`src/include/cmp_event_map.svh`:
```
// register offsets, field positions and reset values for the comparator event control block
// assumes a 32-bit avalon word bus, byte addresses, one register per aligned word
`ifndef CMP_EVENT_MAP_SVH
`define CMP_EVENT_MAP_SVH
`define OFS_CTRL1 6'h00
`define OFS_CTRL2 6'h04
`define OFS_CTRL3 6'h08
`define OFS_CTRL4 6'h0C
`define OFS_MSK1 6'h10
`define OFS_MSK2 6'h14
`define OFS_MSK3 6'h18
`define OFS_MSK4 6'h1C
`define OFS_STATUS 6'h20
`define OFS_IDLE 6'h24
`define BIT_ON 15
`define BIT_OE 14
`define BIT_INV 13
`define BIT_AMP 10
`define BIT_EVT 9
`define BIT_RES 8
`define BIT_REF 4
`define BIT_STOP 15
`define FLD_EDGE 7:6
`define FLD_NEG 1:0
`define FLD_MSK_A 3:0
`define FLD_MSK_B 7:4
`define FLD_MSK_C 11:8
`define CTRL_WMASK 16'hE6D3
`define CTRL4_WMASK 16'hE2D3
`define MSK_WMASK 16'h0FFF
`define STAT_EVT_LSB 8
`define REG_RESET 16'h0000
`define EDGE_NONE 2'h0
`define EDGE_RISE 2'h1
`define EDGE_FALL 2'h2
`define EDGE_ANY 2'h3
`define NEG_FIRST 2'h0
`define NEG_SECOND 2'h1
`define MSK_RESERVED_LO 4'h6
`define MSK_RESERVED_HI 4'hB
`define MSK_TRIG_BASE 4'hC
`define NUM_CMP 4
`endif

```
`src/include/cmp_event_pkg.sv`:
```
// types shared by the comparator event control block
// assumes cmp_event_map.svh is included alongside
package cmp_event_pkg;
  typedef struct packed {
    logic on;
    logic oe;
    logic inv;
    logic amp;
    logic ref_sel;
    logic [1:0] edge_sel;
    logic [1:0] neg_sel;
  } cmp_cfg_s;
  typedef struct packed {
    logic [5:0] pwm;
    logic [1:0] trig;
    logic fault_two;
    logic fault_four;
  } mask_src_s;
endpackage : cmp_event_pkg

```
`src/rtl/cmp_event_ctrl.sv`:
```
// digital control and event logic for four analog comparators with mask source selection
// assumes raw comparator results are synchronous-capable levels; avalon master per system spec
// Operation
// - a comparator works only while its enable bit is set
// - output pin enable drives the result to the pin, else internal only
// - polarity bit inverts the comparator output, clear passes it unchanged
// - result reads 1 when plus exceeds minus, reversed under inversion
// - comparators one to three run as op amp when mode bit set
// - matching edge sets sticky event flag; flag blocks triggers until cleared
// - edge code 11 fires on any output change while flag clear
// - edge code 10 fires on falling adjusted output while flag clear
// - edge code 01 fires on rising adjusted output while flag clear
// - edge code 00 never fires
// - reference select routes plus input to internal reference, else first pin
// - negative code 00 first pin, 01 second pin, 10/11 unimplemented
// - op amp mode withholds internal reference and second negative pin
// - a selected input that does not exist is tied to ground
// - fourth comparator minus: own pin, comparator one, two or three
// - fourth comparator plus uses own pin when clear; no op amp bit
// - mask c field picks pwm, trigger or fault source; middle codes reserved
// - mask b field uses the same encoding
// - mask a field uses the same encoding
// - unimplemented bits read zero; implemented bits reset to zero
// - shared status mirrors each event flag and result bit
// - stop-in-idle halts all comparators while the device idles
//
// The Avalon-MM slave port and the register offsets were decided locally.
`timescale 1ns/1ps
`include "cmp_event_map.svh"
module cmp_event_ctrl
  import cmp_event_pkg::*;
(
  // clock and reset
  input wire logic ref_clk,
  input wire logic rstn,
  // avalon-mm slave
  input wire logic [5:0] avs_address,
  input wire logic avs_read,
  input wire logic avs_write,
  input wire logic [31:0] avs_writedata,
  input wire logic [3:0] avs_byteenable,
  output logic [31:0] avs_readdata,
  output logic avs_waitrequest,
  // system
  input wire logic device_idle,
  // analog cores
  input wire logic [3:0] raw_result,
  output logic [3:0] core_enable,
  output logic [2:0] amplifier_mode_select,
  output logic [3:0] plus_sel_reference,
  output logic [3:0] plus_sel_pin,
  output logic [2:0] minus_sel_first,
  output logic [2:0] minus_sel_second,
  output logic [3:0] minus_sel_fourth,
  output logic [3:0] compare_output_pin,
  // events
  output logic [3:0] event_trigger,
  output logic [3:0] event_irq,
  // blanking sources and selected masks per comparator
  input wire mask_src_s mask_sources,
  output logic [3:0] mask_a,
  output logic [3:0] mask_b,
  output logic [3:0] mask_c
);

  function automatic logic mask_pick(input mask_src_s s, input logic [3:0] code);
    logic v;
    v = 1'b0;
    if (code < `MSK_RESERVED_LO) v = s.pwm[code[2:0]];
    else if (code >= `MSK_TRIG_BASE) v = code[1] ? (code[0] ? s.fault_four : s.fault_two) : s.trig[code[0]];
    return v;
  endfunction : mask_pick

  function automatic logic [15:0] merge(input logic [15:0] old, input logic [31:0] wd, input logic [3:0] be,
                                        input logic [15:0] wm);
    logic [15:0] n;
    n = old;
    if (be[0]) n[7:0] = wd[7:0];
    if (be[1]) n[15:8] = wd[15:8];
    return n & wm;
  endfunction : merge

  logic [15:0] ctrl_r [4];
  logic [15:0] msk_r [4];
  logic [3:0] evt_r;
  logic idle_stop_r;
  logic [3:0] s1_r, s2_r, prev_r;
  logic [31:0] rdata_r;
  logic rvalid_r;

  cmp_cfg_s cfg [4];
  logic [3:0] run, adj, adj_prev, fire, evt_clr;
  wire wr_go = avs_write & ~avs_waitrequest;
  wire rd_go = avs_read & ~avs_waitrequest;
  wire [3:0] word_idx = avs_address[5:2];

  // one wait cycle on reads gives registered read data; writes complete at once
  assign avs_waitrequest = avs_read & ~rvalid_r;
  assign avs_readdata = rdata_r;

  genvar g;
  generate
    for (g = 0; g < `NUM_CMP; g++) begin : gen_cmp
      assign cfg[g].on = ctrl_r[g][`BIT_ON];
      assign cfg[g].oe = ctrl_r[g][`BIT_OE];
      assign cfg[g].inv = ctrl_r[g][`BIT_INV];
      assign cfg[g].amp = (g < 3) ? ctrl_r[g][`BIT_AMP] : 1'b0;
      assign cfg[g].ref_sel = ctrl_r[g][`BIT_REF];
      assign cfg[g].edge_sel = ctrl_r[g][`FLD_EDGE];
      assign cfg[g].neg_sel = ctrl_r[g][`FLD_NEG];
      assign run[g] = cfg[g].on & ~(idle_stop_r & device_idle);
      assign core_enable[g] = run[g];
      // synchronised sample, polarity applied after the second flop
      assign adj[g] = (s2_r[g] ^ cfg[g].inv) & run[g];
      assign adj_prev[g] = prev_r[g];
      assign fire[g] = run[g] & ~evt_r[g] & (
        (cfg[g].edge_sel == `EDGE_ANY && adj[g] != adj_prev[g]) ||
        (cfg[g].edge_sel == `EDGE_FALL && !adj[g] && adj_prev[g]) ||
        (cfg[g].edge_sel == `EDGE_RISE && adj[g] && !adj_prev[g]));
      assign compare_output_pin[g] = cfg[g].oe & adj[g];
      // reference withheld in amp mode; missing input selects nothing, so the core grounds it
      assign plus_sel_reference[g] = cfg[g].ref_sel & ~cfg[g].amp;
      assign plus_sel_pin[g] = ~cfg[g].ref_sel;
      assign mask_a[g] = mask_pick(mask_sources, msk_r[g][`FLD_MSK_A]);
      assign mask_b[g] = mask_pick(mask_sources, msk_r[g][`FLD_MSK_B]);
      assign mask_c[g] = mask_pick(mask_sources, msk_r[g][`FLD_MSK_C]);
      assign evt_clr[g] = wr_go && word_idx == 4'(g) && avs_byteenable[1] && !avs_writedata[`BIT_EVT];
    end
    for (g = 0; g < 3; g++) begin : gen_amp
      assign amplifier_mode_select[g] = cfg[g].amp & run[g];
      assign minus_sel_first[g] = cfg[g].neg_sel == `NEG_FIRST;
      assign minus_sel_second[g] = cfg[g].neg_sel == `NEG_SECOND && !cfg[g].amp;
    end
  endgenerate

  // fourth comparator minus select one-hot: own pin, one, two, three
  assign minus_sel_fourth = 4'h1 << cfg[3].neg_sel;
  assign event_trigger = fire;
  assign event_irq = fire;

  wire [15:0] status_w = {idle_stop_r, 3'h0, evt_r, 4'h0, ctrl_r[3][`BIT_RES], ctrl_r[2][`BIT_RES],
                          ctrl_r[1][`BIT_RES], ctrl_r[0][`BIT_RES]};
  logic [15:0] rd_mux;
  always_comb begin
    rd_mux = 16'h0000;
    unique case (avs_address)
      `OFS_CTRL1, `OFS_CTRL2, `OFS_CTRL3, `OFS_CTRL4: rd_mux = ctrl_r[word_idx[1:0]];
      `OFS_MSK1, `OFS_MSK2, `OFS_MSK3, `OFS_MSK4: rd_mux = msk_r[word_idx[1:0]];
      `OFS_STATUS: rd_mux = status_w;
      `OFS_IDLE: rd_mux = {15'h0000, idle_stop_r};
      default: rd_mux = 16'h0000;
    endcase
  end

  always_ff @(posedge ref_clk or negedge rstn) begin
    if (!rstn) begin
      rvalid_r <= 1'b0;
      rdata_r <= 32'h0000_0000;
    end else begin
      rvalid_r <= avs_read & ~rvalid_r;
      rdata_r <= {16'h0000, rd_mux};
    end
  end

  always_ff @(posedge ref_clk or negedge rstn) begin
    if (!rstn) begin
      s1_r <= 4'h0;
      s2_r <= 4'h0;
      prev_r <= 4'h0;
    end else begin
      s1_r <= raw_result;
      s2_r <= s1_r;
      prev_r <= adj;
    end
  end

  // event flag: hardware set wins over a software clear in the same cycle
  always_ff @(posedge ref_clk or negedge rstn) begin
    if (!rstn) evt_r <= 4'h0;
    else evt_r <= fire | (evt_r & ~evt_clr);
  end

  always_ff @(posedge ref_clk or negedge rstn) begin
    if (!rstn) begin
      for (int i = 0; i < `NUM_CMP; i++) begin
        ctrl_r[i] <= `REG_RESET;
        msk_r[i] <= `REG_RESET;
      end
      idle_stop_r <= 1'b0;
    end else begin
      for (int i = 0; i < `NUM_CMP; i++) begin
        if (wr_go && avs_address == `OFS_CTRL1 + 6'(i * 4)) begin
          ctrl_r[i] <= merge(ctrl_r[i], avs_writedata, avs_byteenable,
                             (i == 3) ? `CTRL4_WMASK : `CTRL_WMASK);
        end
        if (wr_go && avs_address == `OFS_MSK1 + 6'(i * 4)) begin
          msk_r[i] <= merge(msk_r[i], avs_writedata, avs_byteenable, `MSK_WMASK);
        end
        // result bit tracks the live adjusted output and is not writable
        ctrl_r[i][`BIT_RES] <= adj[i];
        ctrl_r[i][`BIT_EVT] <= fire[i] | (evt_r[i] & ~evt_clr[i]);
      end
      // the alias register keeps its bit in byte lane 0, the status copy in lane 1
      if (wr_go && avs_address == `OFS_IDLE && avs_byteenable[0]) begin
        idle_stop_r <= avs_writedata[0];
      end
      if (wr_go && avs_address == `OFS_STATUS && avs_byteenable[1]) begin
        idle_stop_r <= avs_writedata[`BIT_STOP];
      end
    end
  end

endmodule : cmp_event_ctrl

```
`config.mk`:
```
export PLATFORM = sky130hd
export DESIGN_NAME = cmp_event_ctrl
export DESIGN_NICKNAME = d
export VERILOG_FILES = /design/src/include/cmp_event_pkg.sv /design/src/rtl/cmp_event_ctrl.sv
export VERILOG_INCLUDE_DIRS = /design/src /design/src/include
export SDC_FILE = /design/constraint.sdc
export NUM_CORES = 1
export LEC_CHECK = 0
export BUFFER_PORTS_ARGS = -buffer_cell sky130_fd_sc_hd__buf_2
export CORE_MARGIN = 3
export CORE_UTILIZATION = 30
export CTS_CLUSTER_SIZE = 14
export DETAILED_ROUTE_END_ITERATION = 10
export SKIP_LAST_GASP = 1
export SLEW_MARGIN = 5
export SYNTH_ARGS = -nofsm -noshare
export SYNTH_HDL_FRONTEND = slang
export SYNTH_SLANG_ARGS = --single-unit
```
`constraint.sdc`:
```
create_clock -name ref_clk -period 2.2 [get_ports ref_clk]
set_clock_uncertainty 0.1 [all_clocks]
set_input_delay 0.11 -clock ref_clk [delete_from_list [all_inputs] [get_ports ref_clk]]
set_output_delay 0.11 -clock ref_clk [all_outputs]
set_load 0.01 [all_outputs]
```
==> results of run 1 <==
## cells by family (layout without fill, tap and decap cells)
kind of cell	after synthesis	in the layout	synth area share, %
AO/OA/AOI/OAI	73	73	7.43
XOR/XNOR	4	4	0.543
other	1	17	0.0581
AND/OR/NAND/NOR	113	113	10.0
flip-flops	116	116	45.0
buffers and inverters	60	198	4.97
multiplexers	143	143	31.9
## flip-flops by register name (all words and copies together), names as in the netlist
name	cells
adj_prev	3
avs_readdata	15
cfg	34
ctrl_r	2
evt_r	3
idle_stop_r	1
msk_r	48
plus_sel_reference	1
rvalid_r	1
s1_r	4
s2_r	4
## what timing repair did
action | 4_1_cts | 5_1_grt
gates resized for setup | 5 | 13
endpoints found under the hold margin | 118 | 1
buffers inserted | 2 | 1
hold buffers | 23 | 1
pin swaps | 2 | 2
setup endpoints to repair | 4 | 11
## area by class of cell
class,count,share of cell area (%)
clock inverters,13,1.65
well taps,275,4.20
multi-input cells,350,40.7
clock buffers,19,5.41
repair buffers,152,11.8
inverters,14,0.642
flip-flops and latches,116,35.6
## worst paths after layout
kind / depth (start not counted) / end / slack [ns] / start
max: 6 / cfg[25] / 0.1 / avs_address[4]
min: 2 / msk_r[48] / 0.04 / avs_writedata[0]
max reg2reg: 4 / cfg[25] / 0.32 / rvalid_r
min reg2reg: 0 / s2_r[1] / 0.24 / s1_r[1]
max in group asynchronous: 3 / msk_r[40] / 1.25 / rstn
min in group asynchronous: 2 / cfg[25] / 0.13 / rstn
## power groups by stage
stage	Clock (uW)	Combinational, uW	Sequential, uW
after global routing	2840	863	2420
after detailed placement	0	745	2430
final	2680	787	2400
after floorplan	0	486	2370
after CTS	2730	789	2400
after global placement	0	738	2430
## cells in the final DEF, fill, tap and decap left out, types with 6 or more instances in the layout
master         netlist  final
nor2_1              25     25
nor4b_1              8      8
a22o_1               7      7
a21oi_1              6      6
clkbuf_16            0     17
buf_4               24     21
buf_2                4    105
dfrtp_1            116    109
mux4_2              42     42
o21ai_0             25     25
dfrtp_2              0      7
dlygate4sd3_1        0     24
mux2i_1             18     18
inv_1               14     12
and3_1               8      8
nand2_1             30     27
a31oi_1             13     12
conb_1               1     17
and2_1               8      8
nor2b_1              6      6
mux2_2              82     82
## cells in the mapped netlist, types with 3 or more instances
| cell type | count | area share (%) |
|---|---|---|
| o31a_1 | 4 | 0.54 |
| nor2_4 | 4 | 0.70 |
| a21oi_1 | 6 | 0.47 |
| nand2b_1 | 4 | 0.39 |
| and2_1 | 8 | 0.78 |
| nand2_1 | 30 | 1.7 |
| a2111oi_0 | 5 | 0.68 |
| mux2_2 | 82 | 14 |
| mux2i_1 | 18 | 2.8 |
| o31ai_1 | 4 | 0.47 |
| nor2b_1 | 6 | 0.58 |
| a31oi_1 | 13 | 1.3 |
| nor3b_1 | 3 | 0.35 |
| nor2_1 | 25 | 1.5 |
| buf_4 | 24 | 2.8 |
| clkbuf_1 | 18 | 1.0 |
| o21ai_0 | 25 | 1.9 |
| xor2_1 | 4 | 0.54 |
| a22o_1 | 7 | 0.95 |
| inv_1 | 14 | 0.81 |
| a22oi_1 | 4 | 0.47 |
| nor3_1 | 5 | 0.39 |
| mux4_2 | 42 | 15 |
| nand4_1 | 4 | 0.39 |
| buf_2 | 4 | 0.31 |
| and3_1 | 8 | 0.78 |
| dfrtp_1 | 116 | 45 |
| nor4b_1 | 8 | 1.1 |
## routing by layer
layer / global-route usage (%) / share of wire, %
met1: 23.5 / 46
met2: 24.6 / 46
met3: 3.49 / 5.9
met4: 4.88 / 2.0
met5: 0 / 0
## per-stage QoR
step                      utilization, %  setup TNS, ns  area (sq um)  worst slack (ns)
after floorplan                        -              0          6510             0.377
after global placement              34.6              0          7290             0.282
after detailed placement            34.6              0          7290             0.239
after CTS                           38.5              0          8130           0.00153
after global routing                38.8        -0.0127          8180          -0.00769
final                               38.8              0          8180            0.0978
==> results by group, run 1 <==
Setup path
  • Slowest CP cell: dlygate4sd3_1
  • Crit. End Element: register
  • Worst path max stage delay: 0.53 ns
  • Worst Path Required: 2.40 ns
  • Startpoint Class: input pin
  • Worst-path fanout max: 6
  • CP delay by family, top: simple AND/OR/NAND/NOR gates
  • Worst-path cell chain: dlygate4sd3_1, buf_2, nor4_2, nand4_1, nor2_1, mux2_2
  • Worst EP arrival: 2.30 ns
  • Worst path buffer plus inverter count: 2
  • Setup CP Type: in2reg

Synthesis
  • Sequential share of the synthesized area: 45.0%
  • Post-synthesis cell count: 510
  • Avg Cell Area, Syn: 12.6 sq um
  • Post-Syn Area: 0.00645 sq mm
  • Synth Register Bits: 116
  • Yosys cell types: 41
  • Ys Warns: 0
  • Post-synth EDFFs: 0
  • Ys async rst share: 100%
  • Top_reg_cell synth: dfrtp_1

Finish
  • Area grow syn2layout: 26.9%
  • # fillers: 2062
  • Non-Filler Instances: 939
  • Ratio of cells with drive above 1 in the final layout: 46.7%
  • Area of the multi-input gates: 0.00333 sq mm
  • Antenna diode count: 0
  • Final #Nets: 712
  • Register area: 0.00291 sq mm

Global routing
  • Largest net degree at the start of global routing: 42
  • GRT Total Usage: 16.3%
  • Total grt overflow: 0
  • Vias in the first global route: 4873
  • Initial antenna violation count: 1
  • First-pass GRT wire length: 29.3 mm

Drt
  • Vias/cell: 5.11
  • Post-route ant nets: 0
  • # DRC: 0
  • Avg WL per Cell: 19.8 um
  • DRT Pass-1 Iters: 4
  • Total Wirelength: 18.6 mm
  • DR vias: 4800
  • DRT iter0 DRCs: 482

STA
  • Hold WS: 0.0373 ns
  • Slew Limit Fails: 0
  • Unrepaired setup endpoints after global routing: true
  • Final worst path period need: 2.10 ns
  • Fin crit share: 95.6%
  • Worst-margin pin slew: 0.541 ns
  • Setup Viol. Count Final: 0
  • Final Hold Viols: 0
  • Relative max-transition margin: 64.0%
  • F_max: 0.476 GHz

Power
  • VDD IR max: 535 uV
  • Comb pwr share: 13.4%
  • Total power: 5860 uW
  • Int Pwr: 4330 uW
  • Register share of total power: 40.9%
  • Net Switching: 1530 uW
  • Pwr per Cell Area: 717 mW/mm^2
  • Leak: 0.00374 uW
  • Switching Fraction: 26.2%
  • Clock power share: 45.7%

Placement
  • Post-DP HPWL: 13.5 mm
  • Cell count after placement: 880
  • GPL Wtd Cong: 0.831
  • IO buf count: 106

Floorplan
  • Core area: 0.0211 sq mm
  • Io pins: 143
  • Number of cell rows: 53
  • Starting Density: 30.6%
  • Die width: 153 um
  • DIE AREA: 0.0233 sq mm
  • Die Y: 153 um

Hold path
  • Tightest Hold Check Type: in2reg

CTS
  • Reg clk slew, reported paths: 0.06 ns
  • Clock network latency to the later pin of the worst-skew pair: 0.42 ns
  • Clock Sinks: 116
  • TritonCTS Buffers: 17
  • CTS root buf: clkbuf_16
  • H-tree depth: 4
  • CTS tree: built
  • Longest Clk Path Bufs: 2

Run
  • MaxCap Viol Count: 0

Run status
  • Status: finished, final reports clean
Note: power is estimated with default switching activity, not from simulation.
==> run 2, diff against run 1 <==
--- a/config.mk
+++ b/config.mk
@@ -8,7 +8,7 @@
 export LEC_CHECK = 0
 export BUFFER_PORTS_ARGS = -buffer_cell sky130_fd_sc_hd__buf_2
 export CORE_MARGIN = 3
-export CORE_UTILIZATION = 30
+export CORE_UTILIZATION = 40
 export CTS_CLUSTER_SIZE = 14
 export DETAILED_ROUTE_END_ITERATION = 10
 export SKIP_LAST_GASP = 1
==> constraint.sdc (replaced) <==
create_clock -name ref_clk -period 2.3 [get_ports ref_clk]
set_clock_uncertainty 0.1 [all_clocks]
set_input_delay 0.115 -clock ref_clk [delete_from_list [all_inputs] [get_ports ref_clk]]
set_output_delay 0.115 -clock ref_clk [all_outputs]
set_load 0.01 [all_outputs]
==> run 2 against run 1 <==
  * Flip-flop and latch count unchanged
  * Sequential share of layout area increased by 1.1 points
  * Via count up 2.2%
  * Clock power down 14%
  * Combinational power decreased by 5.6%
  * Cell count decreased by 8.0%
  * Setup slack got worse by 0.052 ns
  * Critical path type is now reg2reg
  * Critical endpoint is now avs_readdata[0]
==> results by group, run 2 (same netlist as run 1, synthesis figures left out) <==
Setup path
  • Slowest CP cell: dlygate4sd3_1
  • Worst-path cell chain: mux4_2, or2_2, a21oi_1, a2111oi_0, dlygate4sd3_1
  • Worst R2R Path Depth: 5
  • Startpoint Class: register
  • Worst EP arrival: 2.45 ns
  • Critical Path Start: cfg[0]
  • R2r setup slk: 0.05 ns
  • Worst-path fanout max: 3
  • Setup CP Type: reg2reg
  • Crit. End Element: register
  • Worst path max stage delay: 0.57 ns
  • Worst Path Required: 2.49 ns
  • Worst setup endpoint: avs_readdata[0]
  • R2R Path End: avs_readdata[0]
  • Worst r2r src: cfg[0]

Floorplan
  • Core area: 0.0155 sq mm
  • DIE AREA: 0.0177 sq mm
  • Die width: 133 um
  • Die Y: 133 um
  • Number of cell rows: 45
  • Io pins: 143
  • Starting Density: 41.7%

Drt
  • Total Wirelength: 18.5 mm
  • # DRC: 0
  • DRT iter0 DRCs: 357
  • Vias/cell: 5.68
  • DR vias: 4905
  • Post-route ant nets: 0
  • DRT Pass-1 Iters: 5
  • Avg WL per Cell: 21.4 um

CTS
  • Longest Clk Path Bufs: 2
  • Clock Sinks: 116
  • Clock network latency to the later pin of the worst-skew pair: 0.41 ns
  • CTS root buf: clkbuf_16
  • H-tree depth: 4
  • CTS tree: built
  • Reg clk slew, reported paths: 0.05 ns
  • TritonCTS Buffers: 17

STA
  • Fin crit share: 98.0%
  • Final worst path period need: 2.25 ns
  • Unrepaired setup endpoints after global routing: false
  • Final Hold Viols: 0
  • Setup Viol. Count Final: 0
  • Setup TNS: 0 ns
  • F_max: 0.444 GHz
  • Slew Limit Fails: 0

Global routing
  • Vias in the first global route: 5045
  • First-pass GRT wire length: 28.8 mm
  • Initial antenna violation count: 0
  • Largest net degree at the start of global routing: 53
  • Total grt overflow: 0
  • GRT Total Usage: 21.2%

Finish
  • Commonest non-fill, non-tap cell in the layout: dfrtp_1
  • Most frequent cells in the layout: dfrtp_1 (114), buf_2 (105), mux2_2 (82)
  • Biggest register: msk_r
  • Ratio of cells with drive above 1 in the final layout: 44.4%
  • Area grow syn2layout: 22.9%
  • Antenna diode count: 0
  • Final #Nets: 704
  • Max reg flops: 48
  • Layout Utilization: 51.2%

Hold path
  • Tightest Hold Check Type: in2async

Placement
  • GPL Wtd Cong: 0.895
  • IO buf count: 106
  • Post-DP HPWL: 13.1 mm

Power
  • Pwr per Cell Area: 673 mW/mm^2
  • VDD IR max: 545 uV
  • Leak: 0.00371 uW

Run
  • MaxCap Viol Count: 0

Run status
  • Status: finished, final reports clean
[run 2: cell count changes in the layout (fill, tap and decap cells not counted), moves of 2 or more]
cell,previous run,this run
clkinv_2,4,6
clkinv_4,2,0
dfrtp_2,7,2
dfrtp_1,109,114
bufinv_16,2,0
clkinvlp_4,5,0
inv_2,2,0
clkbuf_8,1,4
buf_4,21,17
dlygate4sd3_1,24,21
inv_1,12,14
nand2_2,3,0
nand2_1,27,29
[run 2: metrics by stage]
step / std cells / hold slack [ns] / power [uW] / instance area [sq um] / worst slack [ns]
global placement: 811 / -0.0803 / 3010 / 7160 / 0.333
CTS: 861 / 0.0191 / 5370 / 7890 / 0.0382
finish: 864 / 0.0337 / 5340 / 7930 / 0.0459
detailed placement: 811 / -0.0808 / 3030 / 7160 / 0.307
floorplan: 526 / -0.281 / 2730 / 6510 / 0.472
global route: 864 / 0.0613 / 5560 / 7930 / 0.00151
[run 2: layout make-up]
class / instances / area [sq um]
Timing Repair Buffer: 144 / 883
Inverter: 14 / 52.6
Multi-Input combinational cell: 350 / 3300
Clock buffer: 23 / 488
Sequential cell: 116 / 2910
Tap cell: 211 / 264
Fill cell: 1358 / 7560
Clock inverter: 6 / 30.0
[run 2: what timing repair did]
action                                  CTS  global route
gates resized for setup                   2             4
buffers inserted                          0             3
hold buffers                             21             0
endpoints found under the hold margin   195             0
endpoints found under the setup margin    4             5
pin swaps                                 0             0
[run 2: how the worst min path moves through the flow]
stage | startpoint | to | slack [ns] | depth (start not counted)
2_1_floorplan | rstn | adj_prev[0] | -0.28 | 0
3_3_place_gp | rstn | avs_readdata[14] | -0.08 | 1
3_5_place_dp | rstn | avs_readdata[14] | -0.08 | 1
4_1_cts | avs_read | rvalid_r | 0.02 | 3
5_1_grt | rstn | adj_prev[2] | 0.06 | 2
6_report | rstn | avs_readdata[14] | 0.03 | 2
[run 2: metal layers]
| metal | vias up | global-route usage (%) | share of wire (%) |
|---|---|---|---|
| met4 | 0 | 8.83 | 3.1 |
| met3 | 37 | 5.25 | 7.0 |
| met1 | 2494 | 29.4 | 43 |
| met5 | - | 0 | 0 |
| met2 | 222 | 32.0 | 47 |
| li1 | 2152 | - | - |
[run 2: critical path: cells and delay by family (launching register included)]
| family | cells | cell delay [ns] |
|---|---|---|
| compound gates | 2 | 0.22 |
| buf+inv | 1 | 0.57 |
| flops | 1 | 0.41 |
| mux | 1 | 0.54 |
| simple gates | 1 | 0.29 |
[run 2: power breakdown]
group	switching (uW)	total, uW	internal, uW
clock	844	2300	1450
sequential	142	2300	2150
combinational	378	743	365
total	1360	5340	3970
